<file path="src/core/ccdw_pkg.sv">
// Constants shared by the black and active pixel window logic
package ccdw_pkg;

    // ------------------------------------------------------------
    // Widths
    // ------------------------------------------------------------
    localparam int unsigned POS_W = 13;
    localparam int unsigned ADR_W = 8;
    localparam int unsigned DAT_W = 32;

    // ------------------------------------------------------------
    // Register indices; the byte address is four times the index
    // ------------------------------------------------------------
    localparam logic [5:0] IDX_BLACK_END    = 6'h1d;
    localparam logic [5:0] IDX_ROW_BANDS    = 6'h1e;
    localparam logic [5:0] IDX_ACTIVE_START = 6'h1f;
    localparam logic [5:0] IDX_MODE_CTRL    = 6'h30;
    localparam logic [5:0] IDX_POS_STATUS   = 6'h31;

    // ------------------------------------------------------------
    // Reset values
    // ------------------------------------------------------------
    localparam logic [6:0] RST_BLACK_END    = 7'h3f;
    localparam logic [7:0] RST_ROW_BANDS    = 8'hc6;
    localparam logic [7:0] RST_ACTIVE_START = 8'h4b;
    localparam logic       RST_VALID_MODE   = 1'b0;

    // ------------------------------------------------------------
    // Field positions
    // ------------------------------------------------------------
    localparam int unsigned BLACK_END_MSB  = 6;
    localparam int unsigned LEAD_ROWS_MSB  = 7;
    localparam int unsigned LEAD_ROWS_LSB  = 4;
    localparam int unsigned TRAIL_ROWS_MSB = 3;
    localparam int unsigned TRAIL_ROWS_LSB = 0;
    localparam int unsigned VALID_MODE_BIT = 0;
    localparam int unsigned STAT_COL_LSB   = 0;
    localparam int unsigned STAT_ROW_LSB   = 16;

endpackage

</file>
<file path="src/core/ccdw_window.sv">
// Black reference and active pixel window generator with register slave
//
// The implementer's own choice: the Wishbone slave port.
`timescale 1ns/1ps
`default_nettype none

module ccdw_window (
    input  wire logic                          clk,
    input  wire logic                          sys_rst,
    // Pixel timing
    input  wire logic                          pix_en,
    input  wire logic                          frame_start,
    input  wire logic [ccdw_pkg::POS_W-1:0]    line_len,
    input  wire logic [ccdw_pkg::POS_W-1:0]    frame_rows,
    input  wire logic [3:0]                    black_start,
    // Classic Wishbone slave
    input  wire logic                          wb_cyc_i,
    input  wire logic                          wb_stb_i,
    input  wire logic                          wb_we_i,
    input  wire logic [ccdw_pkg::ADR_W-1:0]    wb_adr_i,
    input  wire logic [3:0]                    wb_sel_i,
    input  wire logic [ccdw_pkg::DAT_W-1:0]    wb_dat_i,
    output logic      [ccdw_pkg::DAT_W-1:0]    wb_dat_o,
    output logic                               wb_ack_o,
    // Window outputs
    output logic                               out_clock_pin,
    output logic                               black_window,
    output logic                               black_line_rearm
);

    // ------------------------------------------------------------
    // Registers
    // ------------------------------------------------------------
    logic [6:0] black_end_column;
    logic [7:0] inactive_row_bands;
    logic [7:0] active_start_column;
    logic       valid_mode;
    logic       clk_toggle;

    // ------------------------------------------------------------
    // Position
    // ------------------------------------------------------------
    wire logic [ccdw_pkg::POS_W-1:0] col;
    wire logic [ccdw_pkg::POS_W-1:0] row;

    ccdw_pos_counter u_pos (
        .clk         (clk),
        .sys_rst     (sys_rst),
        .pix_en      (pix_en),
        .frame_start (frame_start),
        .line_len    (line_len),
        .frame_rows  (frame_rows),
        .col         (col),
        .row         (row)
    );

    // ------------------------------------------------------------
    // Bus decode
    // ------------------------------------------------------------
    // Word access only; the two low address bits are ignored
    wire logic       bus_req;
    wire logic       bus_wr;
    wire logic       lane0_wr;
    wire logic [5:0] reg_idx;
    wire logic       hit_black_end;
    wire logic       hit_row_bands;
    wire logic       hit_active;
    wire logic       hit_mode;
    wire logic       hit_status;
    wire logic [ccdw_pkg::DAT_W-1:0] rd_data;
    wire logic [ccdw_pkg::DAT_W-1:0] status_word;

    assign bus_req       = wb_cyc_i && wb_stb_i;
    assign bus_wr        = bus_req && wb_we_i && wb_ack_o;
    assign lane0_wr      = bus_wr && wb_sel_i[0];
    assign reg_idx       = wb_adr_i[ccdw_pkg::ADR_W-1:2];
    assign hit_black_end = (reg_idx == ccdw_pkg::IDX_BLACK_END);
    assign hit_row_bands = (reg_idx == ccdw_pkg::IDX_ROW_BANDS);
    assign hit_active    = (reg_idx == ccdw_pkg::IDX_ACTIVE_START);
    assign hit_mode      = (reg_idx == ccdw_pkg::IDX_MODE_CTRL);
    assign hit_status    = (reg_idx == ccdw_pkg::IDX_POS_STATUS);

    assign status_word =
        (32'(row) << ccdw_pkg::STAT_ROW_LSB)
        | (32'(col) << ccdw_pkg::STAT_COL_LSB);

    // Unmapped addresses still answer, with zero data
    assign rd_data =
        hit_black_end ? {25'h000_0000, black_end_column} :
        hit_row_bands ? {24'h00_0000, inactive_row_bands} :
        hit_active    ? {24'h00_0000, active_start_column} :
        hit_mode      ? {31'h0000_0000, valid_mode} :
        hit_status    ? status_word :
                        32'h0000_0000;

    // ------------------------------------------------------------
    // Bus handshake
    // ------------------------------------------------------------
    // Ack in the cycle after the request, then low for one cycle
    always_ff @(posedge clk) begin
        if (sys_rst) begin
            wb_ack_o <= 1'b0;
            wb_dat_o <= 32'h0000_0000;
        end else begin
            wb_ack_o <= bus_req && !wb_ack_o;
            wb_dat_o <= (bus_req && !wb_ack_o) ? rd_data : wb_dat_o;
        end
    end

    // ------------------------------------------------------------
    // Register writes, at the edge that completes the cycle
    // ------------------------------------------------------------
    always_ff @(posedge clk) begin
        if (sys_rst) begin
            black_end_column    <= ccdw_pkg::RST_BLACK_END;
            inactive_row_bands  <= ccdw_pkg::RST_ROW_BANDS;
            active_start_column <= ccdw_pkg::RST_ACTIVE_START;
            valid_mode          <= ccdw_pkg::RST_VALID_MODE;
        end else if (lane0_wr) begin
            if (hit_black_end) begin
                black_end_column <=
                    wb_dat_i[ccdw_pkg::BLACK_END_MSB:0];
            end
            if (hit_row_bands) begin
                inactive_row_bands <= wb_dat_i[7:0];
            end
            if (hit_active) begin
                active_start_column <= wb_dat_i[7:0];
            end
            if (hit_mode) begin
                valid_mode <= wb_dat_i[ccdw_pkg::VALID_MODE_BIT];
            end
        end
    end

    // ------------------------------------------------------------
    // Window decode
    // ------------------------------------------------------------
    // No clamping of odd settings: overlapping bands simply give no
    // valid rows, and a low active start lets dark pixels through
    wire logic [3:0]                 lead_rows;
    wire logic [3:0]                 trail_rows;
    wire logic [ccdw_pkg::POS_W-1:0] trail_first;
    wire logic                       past_lead;
    wire logic                       before_trail;
    wire logic                       past_start;
    wire logic                       valid_term;
    wire logic                       black_term;
    wire logic                       black_last;

    assign lead_rows  = inactive_row_bands[ccdw_pkg::LEAD_ROWS_MSB:
                                           ccdw_pkg::LEAD_ROWS_LSB];
    assign trail_rows = inactive_row_bands[ccdw_pkg::TRAIL_ROWS_MSB:
                                           ccdw_pkg::TRAIL_ROWS_LSB];
    assign trail_first = (frame_rows > 13'(trail_rows)) ?
                         frame_rows - 13'(trail_rows) : '0;
    assign past_lead    = (row >= 13'(lead_rows));
    assign before_trail = (row < trail_first);
    assign past_start   = (col >= 13'(active_start_column));
    assign valid_term   = past_lead && before_trail && past_start;

    assign black_term = (col >= 13'(black_start))
                        && (col <= 13'(black_end_column));
    assign black_last = pix_en && (col == 13'(black_end_column));

    // ------------------------------------------------------------
    // Outputs
    // ------------------------------------------------------------
    // Outside valid-data mode the pin toggles at half the pixel rate
    always_ff @(posedge clk) begin
        if (sys_rst) begin
            clk_toggle <= 1'b0;
        end else if (pix_en) begin
            clk_toggle <= !clk_toggle;
        end
    end

    always_ff @(posedge clk) begin
        if (sys_rst) begin
            out_clock_pin    <= 1'b0;
            black_window     <= 1'b0;
            black_line_rearm <= 1'b0;
        end else begin
            out_clock_pin    <= valid_mode ? valid_term : clk_toggle;
            black_window     <= black_term;
            black_line_rearm <= black_last;
        end
    end
endmodule

`default_nettype wire

</file>
<file path="src/core/ccdw_pos_counter.sv">
// Column and row position counter for one frame of pixels
`timescale 1ns/1ps
`default_nettype none

module ccdw_pos_counter (
    input  wire logic                          clk,
    input  wire logic                          sys_rst,
    input  wire logic                          pix_en,
    input  wire logic                          frame_start,
    input  wire logic [ccdw_pkg::POS_W-1:0]    line_len,
    input  wire logic [ccdw_pkg::POS_W-1:0]    frame_rows,
    output logic      [ccdw_pkg::POS_W-1:0]    col,
    output logic      [ccdw_pkg::POS_W-1:0]    row
);

    // ------------------------------------------------------------
    // Wrap points
    // ------------------------------------------------------------
    // A length of zero is treated as one so the counters never run away
    wire logic [ccdw_pkg::POS_W-1:0] last_col;
    wire logic [ccdw_pkg::POS_W-1:0] last_row;
    wire logic                       col_wrap;
    wire logic                       row_wrap;
    wire logic [ccdw_pkg::POS_W-1:0] next_col;
    wire logic [ccdw_pkg::POS_W-1:0] next_row;

    assign last_col = (line_len == '0) ? '0 : line_len - 1'b1;
    assign last_row = (frame_rows == '0) ? '0 : frame_rows - 1'b1;
    assign col_wrap = (col >= last_col);
    assign row_wrap = (row >= last_row);
    assign next_col = col_wrap ? '0 : col + 1'b1;
    assign next_row = !col_wrap ? row : (row_wrap ? '0 : row + 1'b1);

    // ------------------------------------------------------------
    // Counters
    // ------------------------------------------------------------
    always_ff @(posedge clk) begin
        if (sys_rst || frame_start) begin
            col <= '0;
            row <= '0;
        end else if (pix_en) begin
            col <= next_col;
            row <= next_row;
        end
    end
endmodule

`default_nettype wire

</file>
<file path="config.mk">
export PLATFORM = sky130hd
export DESIGN_NAME = ccdw_window
export DESIGN_NICKNAME = d
export VERILOG_FILES = /design/src/core/ccdw_pkg.sv /design/src/core/ccdw_window.sv /design/src/core/ccdw_pos_counter.sv
export SDC_FILE = /design/constraint.sdc
export NUM_CORES = 1
export LEC_CHECK = 0
export BUFFER_PORTS_ARGS = -buffer_cell sky130_fd_sc_hd__clkbuf_2
export CELL_PAD_IN_SITES_DETAIL_PLACEMENT = 1
export CELL_PAD_IN_SITES_GLOBAL_PLACEMENT = 1
export CORE_MARGIN = 3
export CORE_UTILIZATION = 37
export DETAILED_ROUTE_END_ITERATION = 7
export GPL_TIMING_DRIVEN = 0
export PLACE_DENSITY_LB_ADDON = 0.15
export RECOVER_POWER = 100
export SYNTH_ARGS = -nofsm -noshare
export SYNTH_HDL_FRONTEND = slang
export SYNTH_SLANG_ARGS = --single-unit
</file>
<file path="constraint.sdc">
create_clock -name clk -period 3.6 [get_ports clk]
set_input_delay 0.54 -clock clk [delete_from_list [all_inputs] [get_ports clk]]
set_output_delay 0.54 -clock clk [all_outputs]
set_load 0.05 [all_outputs]
</file>
; ---- Word level (Yosys, flattened, before mapping)
; Cells that the tools add are included.
[totals]
ff_bits = 87
input_bits = 81
output_inout_bits = 36
word_cells = 62
[classes]
addsub = 5
n_lt_le_gt_ge = 8
eq_ne = 6
mux = 11
bitwise = 1
reduce_logical = 19
[op_table]
columns = operator, n
row1 = $mux 29, 5
row2 = $mux 13, 5
row3 = $or 29x13->29, 1
row4 = $add 13x1->13 const B, 2
row5 = $ge 13x13->1, 2
row6 = $ge 13x4->1, 2
row7 = $logic_not 13->1, 2
row8 = $sub 13x1->13 const B, 2
row9 = $eq 6x5->1 const B, 3
row10 = $eq 13x7->1, 1
row11 = $ge 13x8->1, 1
row12 = $gt 13x4->1, 1
row13 = $le 13x7->1, 1
row14 = $lt 13x13->1, 1
row15 = $sub 13x4->13, 1
row16 = $eq 6x6->1 const B, 2
row17 = $reduce_and 2->1, 5
row18 = $logic_and 1x1->1, 9
row19 = $logic_not 1->1, 2
row20 = $logic_or 1x1->1, 1
row21 = $mux 1, 1

; ---- Longest topological paths before layout
; Gate-level depths: netlist (run 1).
[logic_depth]
word_depth = 6
depth_mapped = 16
mapped_depth_nobuf = 16

; ---- Cells and area by module
; From an unflattened synthesis (run 1), not the netlist that was laid out.
[unflattened]
cells_unflattened = 716
hier_area_um2 = 5733.0
[by_module_without_submodules]
columns = module, n_inst, cells_each, area_per_inst_um2, seq_area_each_um2
row1 = ccdw_window, 1, 426, 3443.3, 1101.1
row2 = ccdw_pos_counter, 1, 290, 2289.7, 520.5

; ---- Worst setup path after synthesis (run 1)
; No wires, ideal clock.
[synth_timing]
path_type = input -> register
start = in frame_rows[1] (netlist name)
end = reg u_pos.row[0] (netlist name)
setup_time_ps = 128
t_arrival_ps = 3339
required_ps = 3472
slack_ps = 133
path_stages = 15
n_path_buf = 2
path_cell_list = inv_1 > ha_1 > nor3b_1 > nand2_1 > or3_1 > clkbuf_1 > and2_1 > ha_1 > nand2_1 > nor3_1 > a211oi_1 > o2111a_1 > a21oi_1 > clkbuf_1 > nor2_1
[synth_between]
elab_chain_cells = 4
elab_cells_between_ends = 5
cone_classes = add/sub: 1 / order compare: 1 / mux: 2 / reduce/logical: 1
[synth_rtl]
columns = element, line
row1 = "start, declared", ccdw_window.sv:14  ; input wire logic [ccdw_pkg::POS_W-1:0] frame_rows,
row2 = $sub 13x1->13 or $logic_not 13->1 (tied branches), ccdw_pos_counter.sv:28  ; assign last_row = (frame_rows == '0) ? '0 : frame_rows - 1'b1;
row3 = $mux 13 (*), ccdw_pos_counter.sv:28
row4 = $ge 13x13->1 (*), ccdw_pos_counter.sv:30  ; assign row_wrap = (row >= last_row);
row5 = $mux 13 (*), ccdw_pos_counter.sv:32  ; assign next_row = !col_wrap ? row : (row_wrap ? '0 : row + 1'b1);
row6 = "end signal, assigned", ccdw_pos_counter.sv:43  ; row <= next_row;
row7 = "end, declared", ccdw_pos_counter.sv:13  ; output logic [ccdw_pkg::POS_W-1:0] row
; Every way passes the cells marked *; elsewhere a longest branch is shown, timed or not.
; A chain may end at the register's enable or synchronous reset.

; ---- Worst setup path after layout (run 1)
[layout_timing]
start = in line_len[2] (netlist name)
end = reg u_pos.row[8] (netlist name)
[layout_between]
elab_chain_cells = 4
elab_cells_between_ends = 5
cone_classes = add/sub: 1 / order compare: 1 / mux: 1 / reduce/logical: 2
[layout_rtl]
columns = element, line
row1 = "start, declared", ccdw_window.sv:13  ; input wire logic [ccdw_pkg::POS_W-1:0] line_len,
row2 = $sub 13x1->13 or $logic_not 13->1 (tied branches), ccdw_pos_counter.sv:27  ; assign last_col = (line_len == '0) ? '0 : line_len - 1'b1;
row3 = $mux 13 (*), ccdw_pos_counter.sv:27
row4 = $ge 13x13->1 (*), ccdw_pos_counter.sv:29  ; assign col_wrap = (col >= last_col);
row5 = $reduce_and 2->1 (no source line) (*), n/a
; Marked as above.

==> results.txt, run 1 <==
- Area inside the core boundary: 14900 um2
* Starting density of the core: 38.7%
* Master cell of the clock root buffer: sky130_fd_sc_hd__clkbuf_16
- The mapped netlist covers roughly 5800 um2.
- Adder-cell area share of the yosys netlist: between 10% and 20%
- Outcome: finished clean
* VDD IR-drop max: 0.262 mV
- In the synthesized netlist, the number of instances is between 700 and 800.
- Number of synthesis warnings: 0
- In this run the mean area of a mapped cell was between 7 and 8 um2.
* Synth unique cells: 53
* Worst endpoint data arrival time: roughly 3.7 ns
- Post-synth EDFFs: 0
- Row count: 44
* Most common library cell in the layout ignoring fill and taps: sky130_fd_sc_hd__nor2_1
- For the pin with the worst max-slew slack, the measured transition is roughly 0.74 ns.
- Among all flip-flop cells after synthesis, the most frequent one is sky130_fd_sc_hd__dfxtp_1.
- For this block, the via count after detailed routing is roughly 5600.
- In this run the most used layer during global routing was met2.
- Commonest cells after routing, fill and taps aside: 84 x sky130_fd_sc_hd__nor2_1, 81 x sky130_fd_sc_hd__nand2_1, 81 x sky130_fd_sc_hd__dfxtp_1
- The worst register-to-register path begins at inactive_row_bands[1]$_SDFFE_PP1P_.
- ~120 I/O pins were placed.
- Grt met3 use: 3.50%
- Largest clock skew in the final design: ~0.0071 ns
* Final net count: 982
- Seq pwr share: a little over two fifths
- The portion of synthesized area spent on multiplexers is approximately 2.1%.
- For the worst setup path, the data required time is between 3 and 4 ns.
* Critical Path End Type: flip-flop
* Avg Vias per Cell: around 5.4
- Power share of the clock group: 44.2%
- Across the run, the number of max-cap violations was 0.
- Largest family of logic cells by synthesized area: simple AND/OR/NAND/NOR gates
- The die covers 17100 um2.
- Setup slack on the worst flop-to-flop path: 0.29 ns
* Final Hold Fails: 0
* Initial DRC Count: ~300
- After detailed routing, the number of remaining DRC violations is 0.
* Achievable frequency: roughly 290 MHz
- The placed instances occupy a cell area of 6380 um2.
* Final design instance area without fill: about 6800 um2
* Detailed placer's ending HPWL: around 15 mm
* Weighted congestion reported at the end of routability-driven placement: roughly 0.86
* Insertion delay to the later sink of the worst-skew pair: 0.35 ns
* Simple-gate share of the synthesized area: ~25%
- Largest net degree at the start of global routing: 14
- Worst reg2reg endpoint: out_clock_pin$_SDFF_PP0_
- Origin of the worst min-delay path: wb_dat_i[3]
* Layout overhead on the synthesized area: 18.0%
- Of all flip-flops after synthesis, the portion carrying an async set or reset was 0%.
- Max transition margin: between 50% and 60%
- CTS tree: built
- The internal power of the cells totals about 0.0016 W.
- Worst hold path endpoint: inactive_row_bands[3]$_SDFFE_PP0P_
* Routed wire per std cell: 18.0 um
- Ratio of final minimum period to clock period: between 90% and 100%
- From left edge to right edge, the die measures 131 um.
- In this run switching power makes up between 20% and 30% of total power.
* Logic pwr share: between 10 and 15%
* Class of the most critical hold timing path: in -> reg
* Register bit total from synthesis: 81
* Maximum clock insertion buffer count: 2
- Final setup vio count: 0
- The worst hold path passes through 3 cells.
* Sort of element at the start of the critical path: input pin
- Hold is met by approximately 0.45 ns.
- Count of antenna-violating nets left after detailed routing: 0
- The initial antenna violation count was 1.
- In this run the number of H-tree levels came out at 3.
- Before antenna repair, the detailed router went through 4 iterations.
- Critical path peak fanout: 10
- The final max-slew violation count is 0.
- Path type of the worst setup path: in -> reg
- Of the cells placed in the final design, the portion with a size suffix greater than 1 is around 12%.
- Wirelength, routed: around 18 mm
* Number of input and output port buffers inserted: 76
* Total clock buffers created by CTS: 9
- Leak: about 3.1 nW
- Share of synthesized area occupied by flip-flops and latches: 28.2%
- Time the final worst path needs with I/O delays and setup: about 3.5 ns
- In the global route stage, met1 resource usage came out at 28.7%.
- The clock drives between 80 and 90 sinks.
* All-layer global routing usage: 22.3%
* Xor and xnor area share after synthesis: a little over 8%
- Height of the die: roughly 130 um
- Summing the areas of all compound-gate instances in the mapped netlist gives 14.9% of the synthesized area.
- Summed over all nets, the switching power comes to approximately 0.00058 W.
* First-pass GRT wire length: between 20 and 30 mm
- In this run the power density over the cells is 318 nW/um2.
- Global routing consumed, on the met2 layer, approximately two fifths of the routing resources.
- Worst r2r path cells: 16
- Grt total ovfl: 0
* Vias in the first global route: 5899
- After clock tree synthesis, the clock-pin slew on the worst setup and hold paths is 0.06 ns.
## Yosys cell counts, drive strengths merged (3+ instances only)
cell type  instances  area share (%)
a211o             13             2.0
a211oi            14             1.8
a21o               7            0.91
a21oi             46             4.0
a222oi             6             1.0
a31oi              3            0.33
and2               4            0.43
and3              11             1.2
and4               3            0.46
buf                9             1.1
clkbuf            33             2.2
dfxtp             81              28
ha                69              15
inv               40             2.6
mux2i             11             1.9
nand2             87             5.9
nand2b             7            0.76
nand3             40             3.5
nand3b             3            0.39
nand4             17             1.8
nor2              84             5.5
nor2b              7            0.76
nor3              17             1.7
nor4               6            0.91
o2111ai            3            0.46
o21a               4            0.52
o21ai             22             1.9
o22ai              3            0.33
o31ai              3            0.39
or3                6            0.65
or4                4            0.65
xnor2             33             5.0
xor2              21             3.2
## repair_timing
item | CTS | global route
resized for setup | 9 | 28
setup buffers | 0 | 6
hold buffers | 0 | 0
setup endpoints to repair | 24 | 25
pin swaps | 0 | 3
## power groups by stage
stage	registers, W	logic, W	clock network (W)
global route	0.000912	0.000329	0.00102
finish	0.000912	0.000294	0.000955
CTS	0.000912	0.000290	0.000981
global placement	0.000932	0.000277	0
floorplan	0.000955	0.000163	0
detailed placement	0.000932	0.000287	0
## layer usage
metal	routed length [um]	up-vias	share of wire, %
met2	9180	102	50
met4	227	0	1.2
met1	8270	2682	45
li1	-	2760	-
met5	0	-	0
met3	731	14	4.0
## worst max-delay path by stage
stage	cells after the start	startpoint	endpoint
4_1_cts	14	line_len[2]	u_pos.row[3]$_SDFFE_PP0P_
2_1_floorplan	15	frame_rows[1]	u_pos.row[0]$_SDFFE_PP0P_
3_5_place_dp	16	frame_rows[1]	u_pos.row[3]$_SDFFE_PP0P_
3_3_place_gp	16	frame_rows[1]	u_pos.row[12]$_SDFFE_PP0P_
5_1_grt	15	line_len[2]	u_pos.row[7]$_SDFFE_PP0P_
6_report	15	line_len[2]	u_pos.row[8]$_SDFFE_PP0P_
## cells by family (layout without fill, tap and decap cells)
| logic type | after synthesis | count (layout) |
|---|---|---|
| flip-flops | 81 | 81 |
| other | 1 | 7 |
| AO/OA/AOI/OAI | 132 | 132 |
| multiplexers | 12 | 12 |
| AND/OR/NAND/NOR | 301 | 301 |
| buffers and inverters | 82 | 180 |
| adder cells (fa/ha/maj) | 70 | 70 |
| XOR/XNOR | 54 | 54 |
## critical path, stage by stage
cell and delay, ns:
sky130_fd_sc_hd__clkbuf_2 0.12, sky130_fd_sc_hd__or4_4 0.58, sky130_fd_sc_hd__nor3_4 0.16, sky130_fd_sc_hd__nand2_2 0.12, sky130_fd_sc_hd__or4_4 0.51, sky130_fd_sc_hd__buf_6 0.16, sky130_fd_sc_hd__nand2_1 0.10, sky130_fd_sc_hd__ha_1 0.23
sky130_fd_sc_hd__o2111ai_1 0.19, sky130_fd_sc_hd__a31oi_4 0.24, sky130_fd_sc_hd__clkbuf_4 0.25, sky130_fd_sc_hd__nand4_1 0.10, sky130_fd_sc_hd__a21oi_1 0.19, sky130_fd_sc_hd__xnor2_1 0.14, sky130_fd_sc_hd__nor2_1 0.05
## registers in the layout (all words and copies together) (netlist names)
| register | count |
|---|---|
| wb_dat_o | 26 |
| u_pos.col | 13 |
| u_pos.row | 13 |
| active_start_column | 8 |
| inactive_row_bands | 8 |
| black_end_column | 7 |
| black_line_rearm | 1 |
| black_window | 1 |
| clk_toggle | 1 |
| out_clock_pin | 1 |
| valid_mode | 1 |
| wb_ack_o | 1 |
## metrics by stage
stage               TNS [ns]  utilization (%)  cells  power, W  setup slack [ns]
floorplan                  0                -    738   0.00112             0.133
CTS                   -0.235             45.1   1014   0.00218           -0.0313
finish                     0             45.6   1021   0.00216             0.140
global route          -0.230             45.6   1021   0.00226           -0.0548
detailed placement    -14.90             42.9    998   0.00122            -0.774
global placement      -12.79             42.9    998   0.00121            -0.757
## cell type report
class                   count  area, um2
inverters                  40        150
clock inverters             4       51.3
diodes                      1       2.50
flip-flops and latches     81       1620
repair buffers             82        385
fillers                  1904       8080
plain buffers              42        209
clock buffers              12        256
multi-input cells         575       3880
well taps                 184        230
Note: power is estimated with default switching activity, not from simulation.
==> run 2: changes to the inputs <==
MAX_ROUTING_LAYER = met4   (was not set)
TNS_END_PERCENT = 5   (was not set)
==> run 2 against run 1 <==
- clock power shrank 11%
- highest routed layer unchanged
- sequential cell count is the same
- via count grew 1.0%
- power shrank 4.7%
- clock-buffer cell count grew 1
- setup slack gained 0.037 ns
- cell count shrank 0.29%
- fmax grew 1.1%
- die area is the same
- core utilization shrank 0.43 points
- critical path depth shrank 1
- register-to-register slack lost 0.05 ns
==> results.txt, run 2 (synthesis gave the netlist of run 1 again) <==
- Using the TritonRoute via totals, the vias-per-cell ratio works out to between 5 and 6.
* Commonest cells after routing, fill and taps aside: 84 x sky130_fd_sc_hd__nor2_1, 82 x sky130_fd_sc_hd__nand2_1, 81 x sky130_fd_sc_hd__dfxtp_1
* Layout overhead on the synthesized area: 16.9%
* Antenna cell count: 0
- The pre-antenna-repair detailed-routing pass consisted of 5 iterations.
- Worst stage delay on the critical path: ~0.58 ns
* Clock input transition at the sequential cells of the worst setup and hold paths: 0.06 ns
- Path type of the worst setup path: in -> reg
- WP buf/inv: 2
* Time the final worst path needs with I/O delays and setup: approximately 3.4 ns
- Per report_power, the combinational group accounts for between 10% and 20% of the total.
* Class of the most critical hold timing path: reg -> reg
* Worst endpoint data arrival time: about 3.7 ns
* Seq pwr share: between 40 and 50%
- The analysis attributes to net switching a power of ~0.00055 W.
- The die covers ~17000 um2.
* Count of antenna-violating nets left after detailed routing: 0
* Wirelength, routed: approximately 18 mm
- Critical R2R Launch: inactive_row_bands[1]$_SDFFE_PP1P_
* Worst reg2reg endpoint: out_clock_pin$_SDFF_PP0_
- Leaving out fill and tap cells, the most frequent cell in the layout is sky130_fd_sc_hd__nor2_1.
- H-tree depth: 3
- For this run, the top clock speed supported by timing is slightly below 300 MHz.
- In this run switching power makes up a little over a quarter of total power.
- The later pin in the worst-skew pair is clocked with a latency of about 0.35 ns.
- Counting buffers and inverters, the worst setup path is 14 cells deep.
- The run finished with clean final reports.
- Power share of the clock group: 41.4%
- After legalization and detailed placement, the total HPWL measured between 10 and 15 mm.
- The register with the most flip-flops in the layout has 26 of them.
* Vias in the first global route: about 5700
* Top register by number of flip-flops: wb_dat_o
- In this run the count of I/O pins placed on the die edge is 117.
* Final Hold Fails: 0
- Setup violations remaining at the end of the flow were counted as 0.
* Setup slack on the worst flop-to-flop path: around 0.24 ns
- Largest net degree at the start of global routing: 13
- STA classifies the critical path startpoint as an input pin.
- For the worst setup path, the data required time is 3.83 ns.
- Area inside the core boundary: approximately 15000 um2
- Fraction of final layout cells sized beyond drive strength 1: 11.9%
* Endpoint of the worst setup timing path: u_pos.row[9]$_SDFFE_PP0P_
- The clock passes through at most 2 buffers.
- Weighted congestion reported at the end of routability-driven placement: roughly 0.86
* Row count: 44
* Master cell of the clock root buffer: sky130_fd_sc_hd__clkbuf_16
* Critical Path End Type: flip-flop
* Critical path peak fanout: 4
- Of the available clock period, the critical path in the final layout requires 95.1%.
* CTS tree: built
* Worst r2r path cells: 16
- Most numerous cell on the critical path: sky130_fd_sc_hd__or4_4
- Buffers inserted to repair hold after CTS numbered 0.
- Ordered list of cells on the worst path: clkbuf_2, or4_4, nor3_4, nand2_2, or4_4, and2_1, ha_1, nor3b_1, o21ai_1, a21o_1, buf_4, o2111ai_1, xor2_1, nor2_1
- VDD IR-drop max: 0.250 mV
- Max-cap check violation count: 0
- At the pin with the least slew margin, the transition time is ~0.65 ns.
- The initial utilization of the core area, before any placement, comes to about two fifths.
- Via Count: ~5600
- Number of input and output port buffers inserted: 76
- The slowest stage of the critical path is the sky130_fd_sc_hd__or4_4 cell.
- On the final layout, the worst clock skew is a little over 0.009 ns.
* Power density cells: about 310 nW/um2
* Power Internal: 0.00151 W
* Max transition margin: a little under three fifths
- The final max-slew violation count is 0.
* Total negative slack: 0 ns
* Final net count: around 1000
- Final core utilization: a little under half
- Num Clock Sinks: a little over 80
- The largest registers in the layout are wb_dat_o: 26 flops, u_pos.col: 13 flops, u_pos.row: 13 flops.
- Number of inserted filler cells in the final layout: roughly 1900
- In this run, CTS created clock tree buffers numbering 9.
- Initial DRC Count: between 200 and 250
* Leak: between 3 and 4 nW
- In this run the worst setup path begins at line_len[2].
- The first global-routing pass estimated ~30 mm of wire.
- In the routed design, unresolved DRC markers number 0.
- The floorplan step set the die width to about 130 um.
- In the global route stage, overall resource usage came out at 22.6%.
- Antenna violations before repair: 0
* Height of the die: about 130 um
- The kind of cell with the highest combined delay along the critical path is simple AND/OR/NAND/NOR gates.
* Grt total ovfl: 0
- After detailed routing, the average wire length per cell comes to approximately 18 um.
run 2: cell types whose count changed in the layout (fill, tap and decap cells not counted), sizes merged:
cell | before | now
buf | 17 | 14
clkbuf | 119 | 122
bufinv | 1 | 0
clkinvlp | 1 | 0
diode | 1 | 0
run 2: worst register-to-register path: cells and delay by family, from the launching register on:
kind / cells / cell delay [ns]
fa+ha+maj: 2 / 0.62
buf+inv: 2 / 0.36
compound gates: 7 / 1.32
simple gates: 5 / 0.58
flops: 1 / 0.39
run 2: per-stage QoR:
stage / cells / setup WS (ns) / cell area, um2 / hold WS, ns / total power (W)
6_report: 1018 / 0.177 / 6720 / 0.449 / 0.00206
5_1_grt: 1018 / -0.0124 / 6720 / 0.465 / 0.00216
4_1_cts: 1013 / -0.00154 / 6660 / 0.442 / 0.00209
3_5_place_dp: 998 / -0.778 / 6380 / 0.448 / 0.00122
3_3_place_gp: 998 / -0.787 / 6380 / 0.439 / 0.00121
2_1_floorplan: 738 / 0.133 / 5770 / 0.435 / 0.00112
run 2: worst min-delay path by stage:
| stage | end | slack [ns] | cells after the start | startpoint |
|---|---|---|---|---|
| 4_1_cts | inactive_row_bands[3]$_SDFFE_PP0P_ | 0.44 | 3 | wb_dat_i[3] |
| 2_1_floorplan | inactive_row_bands[2]$_SDFFE_PP1P_ | 0.44 | 1 | inactive_row_bands[2]$_SDFFE_PP1P_ |
| 3_3_place_gp | wb_dat_o[24]$_SDFFE_PP0P_ | 0.44 | 2 | wb_dat_o[24]$_SDFFE_PP0P_ |
| 6_report | wb_dat_o[25]$_SDFFE_PP0P_ | 0.45 | 2 | wb_dat_o[25]$_SDFFE_PP0P_ |
| 3_5_place_dp | wb_dat_o[23]$_SDFFE_PP0P_ | 0.45 | 2 | wb_dat_o[23]$_SDFFE_PP0P_ |
| 5_1_grt | inactive_row_bands[3]$_SDFFE_PP0P_ | 0.46 | 3 | wb_dat_i[3] |
run 2: final cells by class:
class	count	area [um2]	share of cell area, %
Timing Repair Buffer	81	378	5.62
Sequential cell	81	1620	24.1
Inverter	40	150	2.23
Multi-Input combinational cell	575	3860	57.4
Tap cell	184	230	3.43
Clock buffer	13	260	3.87
Buffer	42	210	3.13
Clock inverter	2	13.8	0.205
run 2: power groups by stage:
stage | combinational, W | clock (W) | sequential [W]
global placement | 0.000278 | 0 | 0.000932
floorplan | 0.000163 | 0 | 0.000955
finish | 0.000294 | 0.000852 | 0.000913
global route | 0.000327 | 0.000916 | 0.000913
CTS | 0.000292 | 0.000886 | 0.000913
detailed placement | 0.000289 | 0 | 0.000933
run 2: timing repair:
item,in CTS,in global routing
endpoints found under the hold margin,0,0
endpoints found under the setup margin,23,25
pin swaps,0,3
gates resized for setup,6,31
setup buffers,0,5
run 2: layer usage:
metal | part of all wire (%) | wire (um) | global-route usage [%]
met4 | 1.3 | 244 | 5.38
met2 | 50 | 9080 | 39.1
met5 | 0 | 0 | -
met3 | 2.7 | 493 | 3.29
met1 | 46 | 8340 | 27.8
